$ cat src/verilog/dpsem_pkg.sv
package dpsem_pkg;
  localparam int DPSEM_AW        = 16;
  localparam int DPSEM_DW        = 16;
  localparam int DPSEM_SEL_W     = 3;
  localparam int DPSEM_NUM_TOK   = 8;
  localparam int DPSEM_CLK_NS    = 10;
  localparam int DPSEM_SETUP_NS  = 30;  // address/select settle before strobe
  localparam int DPSEM_STROBE_NS = 30;  // write strobe / read output width
  localparam int DPSEM_SETUP_CYC =
    (DPSEM_SETUP_NS + DPSEM_CLK_NS - 1) / DPSEM_CLK_NS;
  localparam int DPSEM_STROBE_CYC =
    (DPSEM_STROBE_NS + DPSEM_CLK_NS - 1) / DPSEM_CLK_NS;
  localparam logic [3:0] DPSEM_CNT_ONE = 4'h1;
  localparam logic [DPSEM_DW-1:0] DPSEM_DATA_ZERO = 16'h0000;
  localparam logic [DPSEM_DW-1:0] DPSEM_DATA_ONE  = 16'h0001;
  typedef enum logic [2:0] {
    DPSEM_IDLE, DPSEM_SETUP, DPSEM_STROBE, DPSEM_HOLD, DPSEM_DONE
  } dpsem_state_t;
endpackage : dpsem_pkg

$ cat src/verilog/dpsem_host.sv
`timescale 1ns/1ns
// Functional notes
// master drives conflict indication; slaves use it as write inhibit
// configure exactly one device as master in a width-expanded array
// master decides conflicts from chip select and address only
// hold address and select valid before starting the write strobe
// eight token latches apart from the main memory, reachable by both
// tokens active low: write zero requests, same port writes one to free
// dedicated low token select, address, select, read/write as usual sram
// only the three lowest address lines choose a token latch
// port is in standby while neither chip select nor token select active
// token flags gate no memory region; meaning is left to software
// token accesses insert no wait states; ports do not slow each other
// simultaneous token accesses from both ports resolve unambiguously
// requester writes, then reads back; on failure polls or withdraws
// token writes use data bit zero; reads show flag on all sixteen bits
// a losing zero stays pending and takes the token when holder frees it
// read value latched while token select and output enable both active
// earlier request wins; exact tie grants exactly one port
// at start-up write one to every token latch
module dpsem_host
  import dpsem_pkg::*;
(
  input  wire logic                   mclk,                 // 100 MHz clock
  input  wire logic                   reset_n,              // async reset
  input  wire logic                   cmd_valid,            // start command
  input  wire logic                   cmd_acquire,          // 1 request, 0 free
  input  wire logic [DPSEM_SEL_W-1:0] cmd_token,            // token number
  output logic                        cmd_ready,            // idle, may start
  output logic                        done,                 // result pulse
  output logic                        granted,              // token held
  output logic                        init_busy,            // start-up clear
  output logic                        token_space_select_n, // token select
  output logic                        chip_select_n,        // memory select
  output logic                        rw_n,                 // 1 read 0 write
  output logic                        output_enable_n,      // device drives bus
  output logic [DPSEM_AW-1:0]         addr,                 // address pins
  output logic [DPSEM_DW-1:0]         data_out,             // data to pins
  output logic                        data_oe,              // we drive data
  input  wire logic [DPSEM_DW-1:0]    data_in               // data from pins
);
  dpsem_state_t state_r, state_nxt;
  logic [3:0]             cnt_r;
  logic                   is_write_r;       // current phase is a write
  logic                   acq_r;            // command is an acquire
  logic [DPSEM_SEL_W-1:0] tok_r;
  logic [DPSEM_SEL_W:0]   init_idx_r;       // start-up sweep index
  logic                   init_r;
  logic [DPSEM_DW-1:0]    d_s1_r, d_s2_r;   // pin synchroniser

  wire cnt_end     = (cnt_r == DPSEM_CNT_ONE);
  wire setup_end   = (state_r == DPSEM_SETUP) && cnt_end;
  wire strobe_end  = (state_r == DPSEM_STROBE) && cnt_end;
  // taken only while ready is shown, so the first idle cycle after the start-up sweep is skipped
  wire start_cmd   = (state_r == DPSEM_IDLE) && cmd_ready && cmd_valid;
  wire start_init  = (state_r == DPSEM_IDLE) && init_r;
  // acquire reads back after its write; release has no read phase
  wire need_read   = is_write_r && acq_r && !init_r;
  // flag is replicated on all bits, so bit zero suffices
  wire flag_low    = !d_s2_r[0];
  wire init_last   = (init_idx_r == (DPSEM_SEL_W+1)'(DPSEM_NUM_TOK - 1));

  always_comb begin
    state_nxt = state_r;
    unique case (state_r)
      DPSEM_IDLE:   if (start_cmd || start_init) state_nxt = DPSEM_SETUP;
      DPSEM_SETUP:  if (cnt_end) state_nxt = DPSEM_STROBE;
      DPSEM_STROBE: if (cnt_end) state_nxt = DPSEM_HOLD;
      DPSEM_HOLD:   state_nxt = need_read ? DPSEM_SETUP : DPSEM_DONE;
      DPSEM_DONE:   state_nxt = DPSEM_IDLE;
    endcase
  end

  always_ff @(posedge mclk or negedge reset_n) begin
    if (!reset_n) begin
      state_r <= DPSEM_IDLE;
    end else begin
      state_r <= state_nxt;
    end
  end

  always_ff @(posedge mclk or negedge reset_n) begin
    if (!reset_n) begin
      cnt_r <= 4'h0;
    end else if (state_r == DPSEM_IDLE || strobe_end) begin
      cnt_r <= 4'(DPSEM_SETUP_CYC);
    end else if (setup_end) begin
      cnt_r <= 4'(DPSEM_STROBE_CYC);
    end else if (state_r == DPSEM_HOLD) begin
      cnt_r <= 4'(DPSEM_SETUP_CYC);
    end else if (!cnt_end) begin
      cnt_r <= cnt_r - DPSEM_CNT_ONE;
    end
  end

  always_ff @(posedge mclk or negedge reset_n) begin
    if (!reset_n) begin
      is_write_r <= 1'b1;
      acq_r      <= 1'b0;
      tok_r      <= 3'h0;
    end else if (start_cmd) begin
      is_write_r <= 1'b1;
      acq_r      <= cmd_acquire;
      tok_r      <= cmd_token;
    end else if (start_init) begin
      is_write_r <= 1'b1;
      acq_r      <= 1'b0;
      tok_r      <= init_idx_r[DPSEM_SEL_W-1:0];
    end else if (state_r == DPSEM_HOLD) begin
      is_write_r <= !need_read;
    end
  end

  // sweep writes one to all eight latches before taking commands
  always_ff @(posedge mclk or negedge reset_n) begin
    if (!reset_n) begin
      init_r     <= 1'b1;
      init_idx_r <= 4'h0;
    end else if (init_r && state_r == DPSEM_DONE) begin
      init_idx_r <= init_idx_r + 4'h1;
      if (init_last) init_r <= 1'b0;
    end
  end

  always_ff @(posedge mclk) begin
    d_s1_r <= data_in;
    d_s2_r <= d_s1_r;
  end

  always_ff @(posedge mclk or negedge reset_n) begin
    if (!reset_n) begin
      granted <= 1'b0;
      done    <= 1'b0;
    end else begin
      done <= (state_r == DPSEM_HOLD) && !need_read && !init_r;
      // sample last strobe cycle of the read, before select goes away
      if (strobe_end && !is_write_r) granted <= flag_low;
      else if (strobe_end && is_write_r && !acq_r) granted <= 1'b0;
    end
  end

  wire active    = (state_r == DPSEM_SETUP) || (state_r == DPSEM_STROBE);
  wire strobing  = (state_r == DPSEM_STROBE);
  // write zero to request, one to free; only bit zero carries it
  wire [DPSEM_DW-1:0] wr_val = acq_r ? DPSEM_DATA_ZERO
                                     : DPSEM_DATA_ONE;
  wire next_access = (state_nxt == DPSEM_SETUP) ||
                     (state_nxt == DPSEM_STROBE);
  wire next_strobe = (state_nxt == DPSEM_STROBE);
  wire sel_n_nxt   = !next_access;
  // setup before strobe lets a single master's conflict output settle
  wire rw_n_nxt    = !(is_write_r && next_strobe
                       && active);
  wire oe_n_nxt    = !(!is_write_r && next_strobe && active);
  wire [DPSEM_AW-1:0] addr_nxt =
    {{(DPSEM_AW-DPSEM_SEL_W){1'b0}}, tok_r};
  wire data_oe_nxt = is_write_r && active && (strobing || next_strobe);
  wire ready_nxt   = (state_nxt == DPSEM_IDLE) && !init_r;

  always_ff @(posedge mclk or negedge reset_n) begin
    if (!reset_n) begin
      token_space_select_n <= 1'b1;
    end else begin
      token_space_select_n <= sel_n_nxt;
    end
  end

  // memory select held off so the port sees a pure token access
  always_ff @(posedge mclk or negedge reset_n) begin
    if (!reset_n) begin
      chip_select_n <= 1'b1;
    end else begin
      chip_select_n <= 1'b1;
    end
  end

  always_ff @(posedge mclk or negedge reset_n) begin
    if (!reset_n) begin
      rw_n <= 1'b1;
    end else begin
      rw_n <= rw_n_nxt;
    end
  end

  always_ff @(posedge mclk or negedge reset_n) begin
    if (!reset_n) begin
      output_enable_n <= 1'b1;
    end else begin
      output_enable_n <= oe_n_nxt;
    end
  end

  always_ff @(posedge mclk or negedge reset_n) begin
    if (!reset_n) begin
      addr <= 16'h0000;
    end else begin
      addr <= addr_nxt;
    end
  end

  always_ff @(posedge mclk or negedge reset_n) begin
    if (!reset_n) begin
      data_out <= 16'h0000;
    end else begin
      data_out <= wr_val;
    end
  end

  always_ff @(posedge mclk or negedge reset_n) begin
    if (!reset_n) begin
      data_oe <= 1'b0;
    end else begin
      data_oe <= data_oe_nxt;
    end
  end

  always_ff @(posedge mclk or negedge reset_n) begin
    if (!reset_n) begin
      cmd_ready <= 1'b0;
    end else begin
      cmd_ready <= ready_nxt;
    end
  end

  always_ff @(posedge mclk or negedge reset_n) begin
    if (!reset_n) begin
      init_busy <= 1'b1;
    end else begin
      init_busy <= init_r;
    end
  end
endmodule // dpsem_host

$ cat config.mk
export PLATFORM = sky130hd
export DESIGN_NAME = dpsem_host
export DESIGN_NICKNAME = d
export VERILOG_FILES = /design/src/verilog/dpsem_pkg.sv /design/src/verilog/dpsem_host.sv
export SDC_FILE = /design/constraint.sdc
export NUM_CORES = 1
export LEC_CHECK = 0
export BUFFER_PORTS_ARGS = -buffer_cell sky130_fd_sc_hd__buf_2
export CAP_MARGIN = 20
export CORE_MARGIN = 2
export CORE_UTILIZATION = 50
export CTS_CLUSTER_SIZE = 24
export DETAILED_ROUTE_END_ITERATION = 16
export GPL_ROUTABILITY_DRIVEN = 0
export PLACE_DENSITY = 0.82
export SYNTH_ARGS = -nofsm -noshare
export SYNTH_HDL_FRONTEND = slang
export SYNTH_SLANG_ARGS = --single-unit
$ cat constraint.sdc
create_clock -name mclk -period 2.88 [get_ports mclk]
set_input_delay 0.576 -clock mclk [delete_from_list [all_inputs] [get_ports mclk]]
set_output_delay 0.576 -clock mclk [all_outputs]
set_load 0.01 [all_outputs]
# Word-level counts from Yosys, hierarchy flattened
# Index checks and enable logic that the tools add are counted.
# classes
n_addsub,2
mul,0
n_div,0
magnitude_cmp,0
n_eq_ne,9
shift,0
muxes,19
n_bitwise,0
n_reduce_logical,39
# ops
op,count
$logic_and A1 B1 Y1,20
$mux W3,6
$mux W4,4
$pmux W3 S5,1
$eq A3 B2 Y1 const B,3
$logic_not A1 Y1,8
$mux W1,8
$eq A3 B1 Y1 const B,2
$logic_not A3 Y1,2
$logic_or A1 B1 Y1,5
$add A4 B1 Y4 const B,1
$eq A4 B1 Y1 const B,1
$eq A4 B3 Y1 const B,1
$ne A4 B1 Y1 const B,1
$reduce_bool A2 Y1,2
$sub A4 B1 Y4 const B,1
$eq A3 B3 Y1 const B,1
$reduce_bool A3 Y1,1
$reduce_and A2 Y1,1
# totals
ff_bits,31
latch_bits,0
ramBits,0
rom_bits,0
inputBits,23
output_inout_bits,41
memories,0

# Logic depth before layout (Yosys ltp)
# depth
ltp_word,10
depth_mapped,7
ltp_nobuf,6

# Least setup slack after synthesis
# No wires, ideal clock.
# synth_path
path_type,reg2reg
startpoint,reg cnt_r[1]
endpoint,reg rw_n
setup_time_ns,0.094
t_arrival_ns,1.749
slack_ns,1.037
stages_incl_launch_ff,8
period_less_slack_ns,1.843
path_cell_list,dfrtp_1 inv_1 ha_1 or3b_4 buf_6 nor2b_4 nor2_1 or4b_1
# synth_between
elab_chain_cells,7
word_cells_on_any_way,8
# synth_rtl
item,line,text
start: declaration,dpsem_host.sv:43,logic [3:0] cnt_r;
start signal: assignment,dpsem_host.sv:86,cnt_r <= 4'(DPSEM_SETUP_CYC);
start signal: assignment,dpsem_host.sv:88,cnt_r <= 4'(DPSEM_STROBE_CYC);
start signal: assignment,dpsem_host.sv:90,cnt_r <= 4'(DPSEM_SETUP_CYC);
$eq A4 B1 Y1 (*),dpsem_host.sv:51,wire cnt_end = (cnt_r == DPSEM_CNT_ONE);
"$mux W3, on equally long branches","dpsem_host.sv:68, dpsem_host.sv:67",
$pmux W3 S5 (*),dpsem_host.sv:65,unique case (state_r)
$eq A3 B2 Y1 (*),dpsem_host.sv:149,wire next_strobe = (state_nxt == DPSEM_STROBE);
$logic_and A1 B1 Y1 (*),dpsem_host.sv:152,wire rw_n_nxt = !(is_write_r && next_strobe
$logic_and A1 B1 Y1 (*),dpsem_host.sv:153,&& active);
$logic_not A1 Y1 (*),dpsem_host.sv:152,
via rw_n_nxt,dpsem_host.sv:152,
end signal: assignment,dpsem_host.sv:181,rw_n <= rw_n_nxt;
end: declaration,dpsem_host.sv:35,"output logic rw_n,"
# The timed path passes the listed nets; every way through them passes the cells marked *.
# A chain may end at the register's enable or synchronous reset.

# Worst setup path in the final report
# layout_path
startpoint,reg cnt_r[1]
endpoint,reg rw_n
# layout_between
elab_chain_cells,7
word_cells_on_any_way,8
# layout_rtl
item,line,text
$eq A4 B1 Y1 (*),dpsem_host.sv:51,
"$mux W3, on equally long branches","dpsem_host.sv:68, dpsem_host.sv:67",
$pmux W3 S5 (*),dpsem_host.sv:65,
via state_nxt[0],dpsem_host.sv:42,"dpsem_state_t state_r, state_nxt;"
$eq A3 B2 Y1 (*),dpsem_host.sv:149,
$logic_and A1 B1 Y1 (*),dpsem_host.sv:152,
$logic_and A1 B1 Y1 (*),dpsem_host.sv:153,
$logic_not A1 Y1 (*),dpsem_host.sv:152,
via rw_n_nxt,dpsem_host.sv:152,
# Marked as above.

==> impl_metrics.ini <==
[run_status]
result_of_the_run = completed

[drt]
ant_nets = 0
drt_pass1_iterations = 4
routedWlPerCell_um = 10.7
wirelength_um = 2290
vias = 985
drcViolationCount = 0
detailedRoute.firstIterationViolations = 26
post_drt_via_cell_ratio = 4.62

[setup_path]
critical_path.slowest_cell = sky130_fd_sc_hd__or3b_4
critical_path.max_stage_delay_ns = 0.47
timing.critical_path.fanout_max = 12
worstPathCellList = inv_1, ha_1, or3b_4, o32ai_2, o21ai_2, or4b_1
setup.worst_path.start_class = flip-flop
cp_num_buf_inv = 1
worst-endpoint-arrival_ns = 2.28
crit_family = simple AND/OR/NAND/NOR gates
crit_required_ns = 3.13
category_of_the_worst_setup_path_capture_point = flip-flop
criticalPathCategory = reg2reg

[timing]
max_freq_mhz = 494
worst_slew_pin_slew_ns = 0.630
timing_hold_violations_final = 0
report.final.slew_viol_count = 0
rsz_0062_raised_after_global_routing = false
setup_viol = 0
min_period_over_period_pct = 70.3
timing.max_slew.rel_slack_pct = 57.7
tns_ns = 0
min_period_ns = 2.02
skew_final_ns = 0.00676

[clocking]
cts.repair_timing.setup_buffer_count = 0
cts-buffers-inserted = 5
worstSkewPairLatency_ns = 0.33
cts.hold.buffers_added = 0
clk_path_buf_depth = 2
clock_tree.htree_level_count = 2
ctsResizeCount = 0
tritoncts = done
worst_setup_hold_path_clk_slew_ns = 0.09
cts.sinks = 31
root_buffer = sky130_fd_sc_hd__clkbuf_4

[final_layout]
sequential_cell_area_um2 = 773
antenna-diode-count = 0
multi_input_area_um2 = 661
layout-drive-gt1-share_pct = 24.3
final_cell_mix = sky130_fd_sc_hd__conb_1 (29), sky130_fd_sc_hd__dfrtp_1 (23), sky130_fd_sc_hd__buf_2 (19)
layout-area-overhead-vs-synth_pct = 4.39
final_core_util_pct = 54.6
commonest_non_fill_non_tap_cell_in_the_layout = sky130_fd_sc_hd__conb_1
final_nets = 194
filler_cell_count = 278

[global_route]
gr-total-overflow = 0
antenna_found_initial = 0
gr-usage-all-layers_pct = 14.6
grt_pass1_wl_um = 3810
first_global_vias = 909
grt_max_degree = 30

[floorplanning]
die_area_um2 = 3660
fp.dieH_um = 60.5
dieWidth_um = 60.5
initial_utilization_pct = 52.3
floorplan.io_pins = 64
core-area_um2 = 3050
fp-row-count = 20

[placed_design]
dp.final_hpwl_um = 1700
portBuffers = 19

[pwr]
static-leakage-power_nw = 0.809
pwr-share-comb_pct = 34.2
switching_power_mw = 0.537
ir_worst_vdd_uv = 300
p_per_area_nw_per_um2 = 897
sw_frac_of_total_pct = 35.9
seq_power_share_pct = 47.1
proportion_of_power_drawn_by_the_clock_network_pct = 18.7
intPower_mw = 0.959

[logic_synthesis]
number_of_instances_in_the_synthesized_netlist = 150
syn_area_um2 = 1600
yosys.cell_types.count = 49
yosys_most_used_dff = sky130_fd_sc_hd__dfrtp_1
synth-edff-count = 0
postSynthAreaPerCell_um2 = 10.7
synth.yosys.warnings = 0
synth.yosys.seq_area_share_pct = 48.4
yosys_reg_bits = 31
synthArstFlopShare_pct = 93.5

[hold_path]
worst_hold_path_type = in2async

[flow_run]
cap_violations = 0
## cells in the mapped netlist (3+ instances only)
cell type                   n  area (um^2)
sky130_fd_sc_hd__or3_1      3         18.8
sky130_fd_sc_hd__nor3b_1    3         22.5
sky130_fd_sc_hd__a21oi_1    4         20.0
sky130_fd_sc_hd__nor3_1     4         20.0
sky130_fd_sc_hd__ha_1       3         37.5
sky130_fd_sc_hd__nand2b_1   3         18.8
sky130_fd_sc_hd__nor2_1     3         11.3
sky130_fd_sc_hd__clkbuf_1   3         11.3
sky130_fd_sc_hd__nand2_1   11         41.3
sky130_fd_sc_hd__dfstp_2    6          158
sky130_fd_sc_hd__mux2i_1    3         30.0
sky130_fd_sc_hd__inv_1      4         15.0
sky130_fd_sc_hd__o21ai_0    6         30.0
sky130_fd_sc_hd__buf_4     29          218
sky130_fd_sc_hd__dfrtp_1   23          576
## cell families (layout without fill, tap and decap cells)
group	Yosys count	count (layout)	share of synthesized area (%)
simple gates	44	44	17.2
buf+inv	39	31	16.6
flops	31	31	48.4
compound gates	23	23	10.1
mux	5	5	3.29
fa+ha+maj	3	3	2.35
xor+xnor	3	3	1.64
other cells	2	29	0.470
## state kept, by name (all words and copies together) (netlist names), 3 cells and up
signal	cells
init_idx_r	4
state_r	3
addr	3
tok_r	3
cnt_r	4
## stage by stage
step | hold WS (ns) | area (um^2) | total power, mW | setup slack (ns) | cells
floorplan | 0.280 | 1700 | 1.14 | 1.04 | 177
global placement | 0.310 | 1600 | 1.20 | 0.907 | 205
detailed placement | 0.314 | 1600 | 1.23 | 0.865 | 205
CTS | 0.259 | 1670 | 1.52 | 0.851 | 213
global route | 0.288 | 1670 | 1.61 | 0.774 | 213
finish | 0.250 | 1670 | 1.50 | 0.855 | 213
## layer usage
layer | share of wire (%) | vias to the layer above | wire length [um] | track usage (%)
met4 | 2.0 | 0 | 45 | 8.39
met1 | 43 | 451 | 978 | 17.0
met5 | 0 | - | 0 | 0
met3 | 7.4 | 4 | 170 | 6.40
li1 | - | 489 | - | -
met2 | 48 | 41 | 1090 | 22.7
## final timing paths
path                       startpoint        end  slack, ns  cells after the start
setup / recovery             cnt_r[1]       rw_n       0.86                      6
hold / removal                reset_n   cnt_r[1]       0.25                      1
setup reg to reg             cnt_r[1]       rw_n       0.86                      6
hold reg to reg             d_s1_r[0]  d_s2_r[0]       0.33                      0
max in group asynchronous     reset_n    data_oe       2.23                      1
min in group mclk           d_s1_r[0]  d_s2_r[0]       0.33                      0
## final cells by class
| class | instances | share of cell area [%] |
|---|---|---|
| Sequential cell | 31 | 46.4 |
| Clock buffer | 8 | 4.13 |
| Tap cell | 44 | 3.30 |
| Timing Repair Buffer | 19 | 5.70 |
| Multi-Input combinational cell | 107 | 39.6 |
| Inverter | 4 | 0.900 |
## power groups by stage
stage	sequential [mW]	clock (mW)	combinational, mW
2_1_floorplan	0.669	0	0.468
3_3_place_gp	0.705	0	0.496
3_5_place_dp	0.715	0	0.515
4_1_cts	0.706	0.293	0.516
5_1_grt	0.731	0.313	0.567
6_report	0.704	0.280	0.512
No activity file was read; power rests on OpenSTA's default activity.
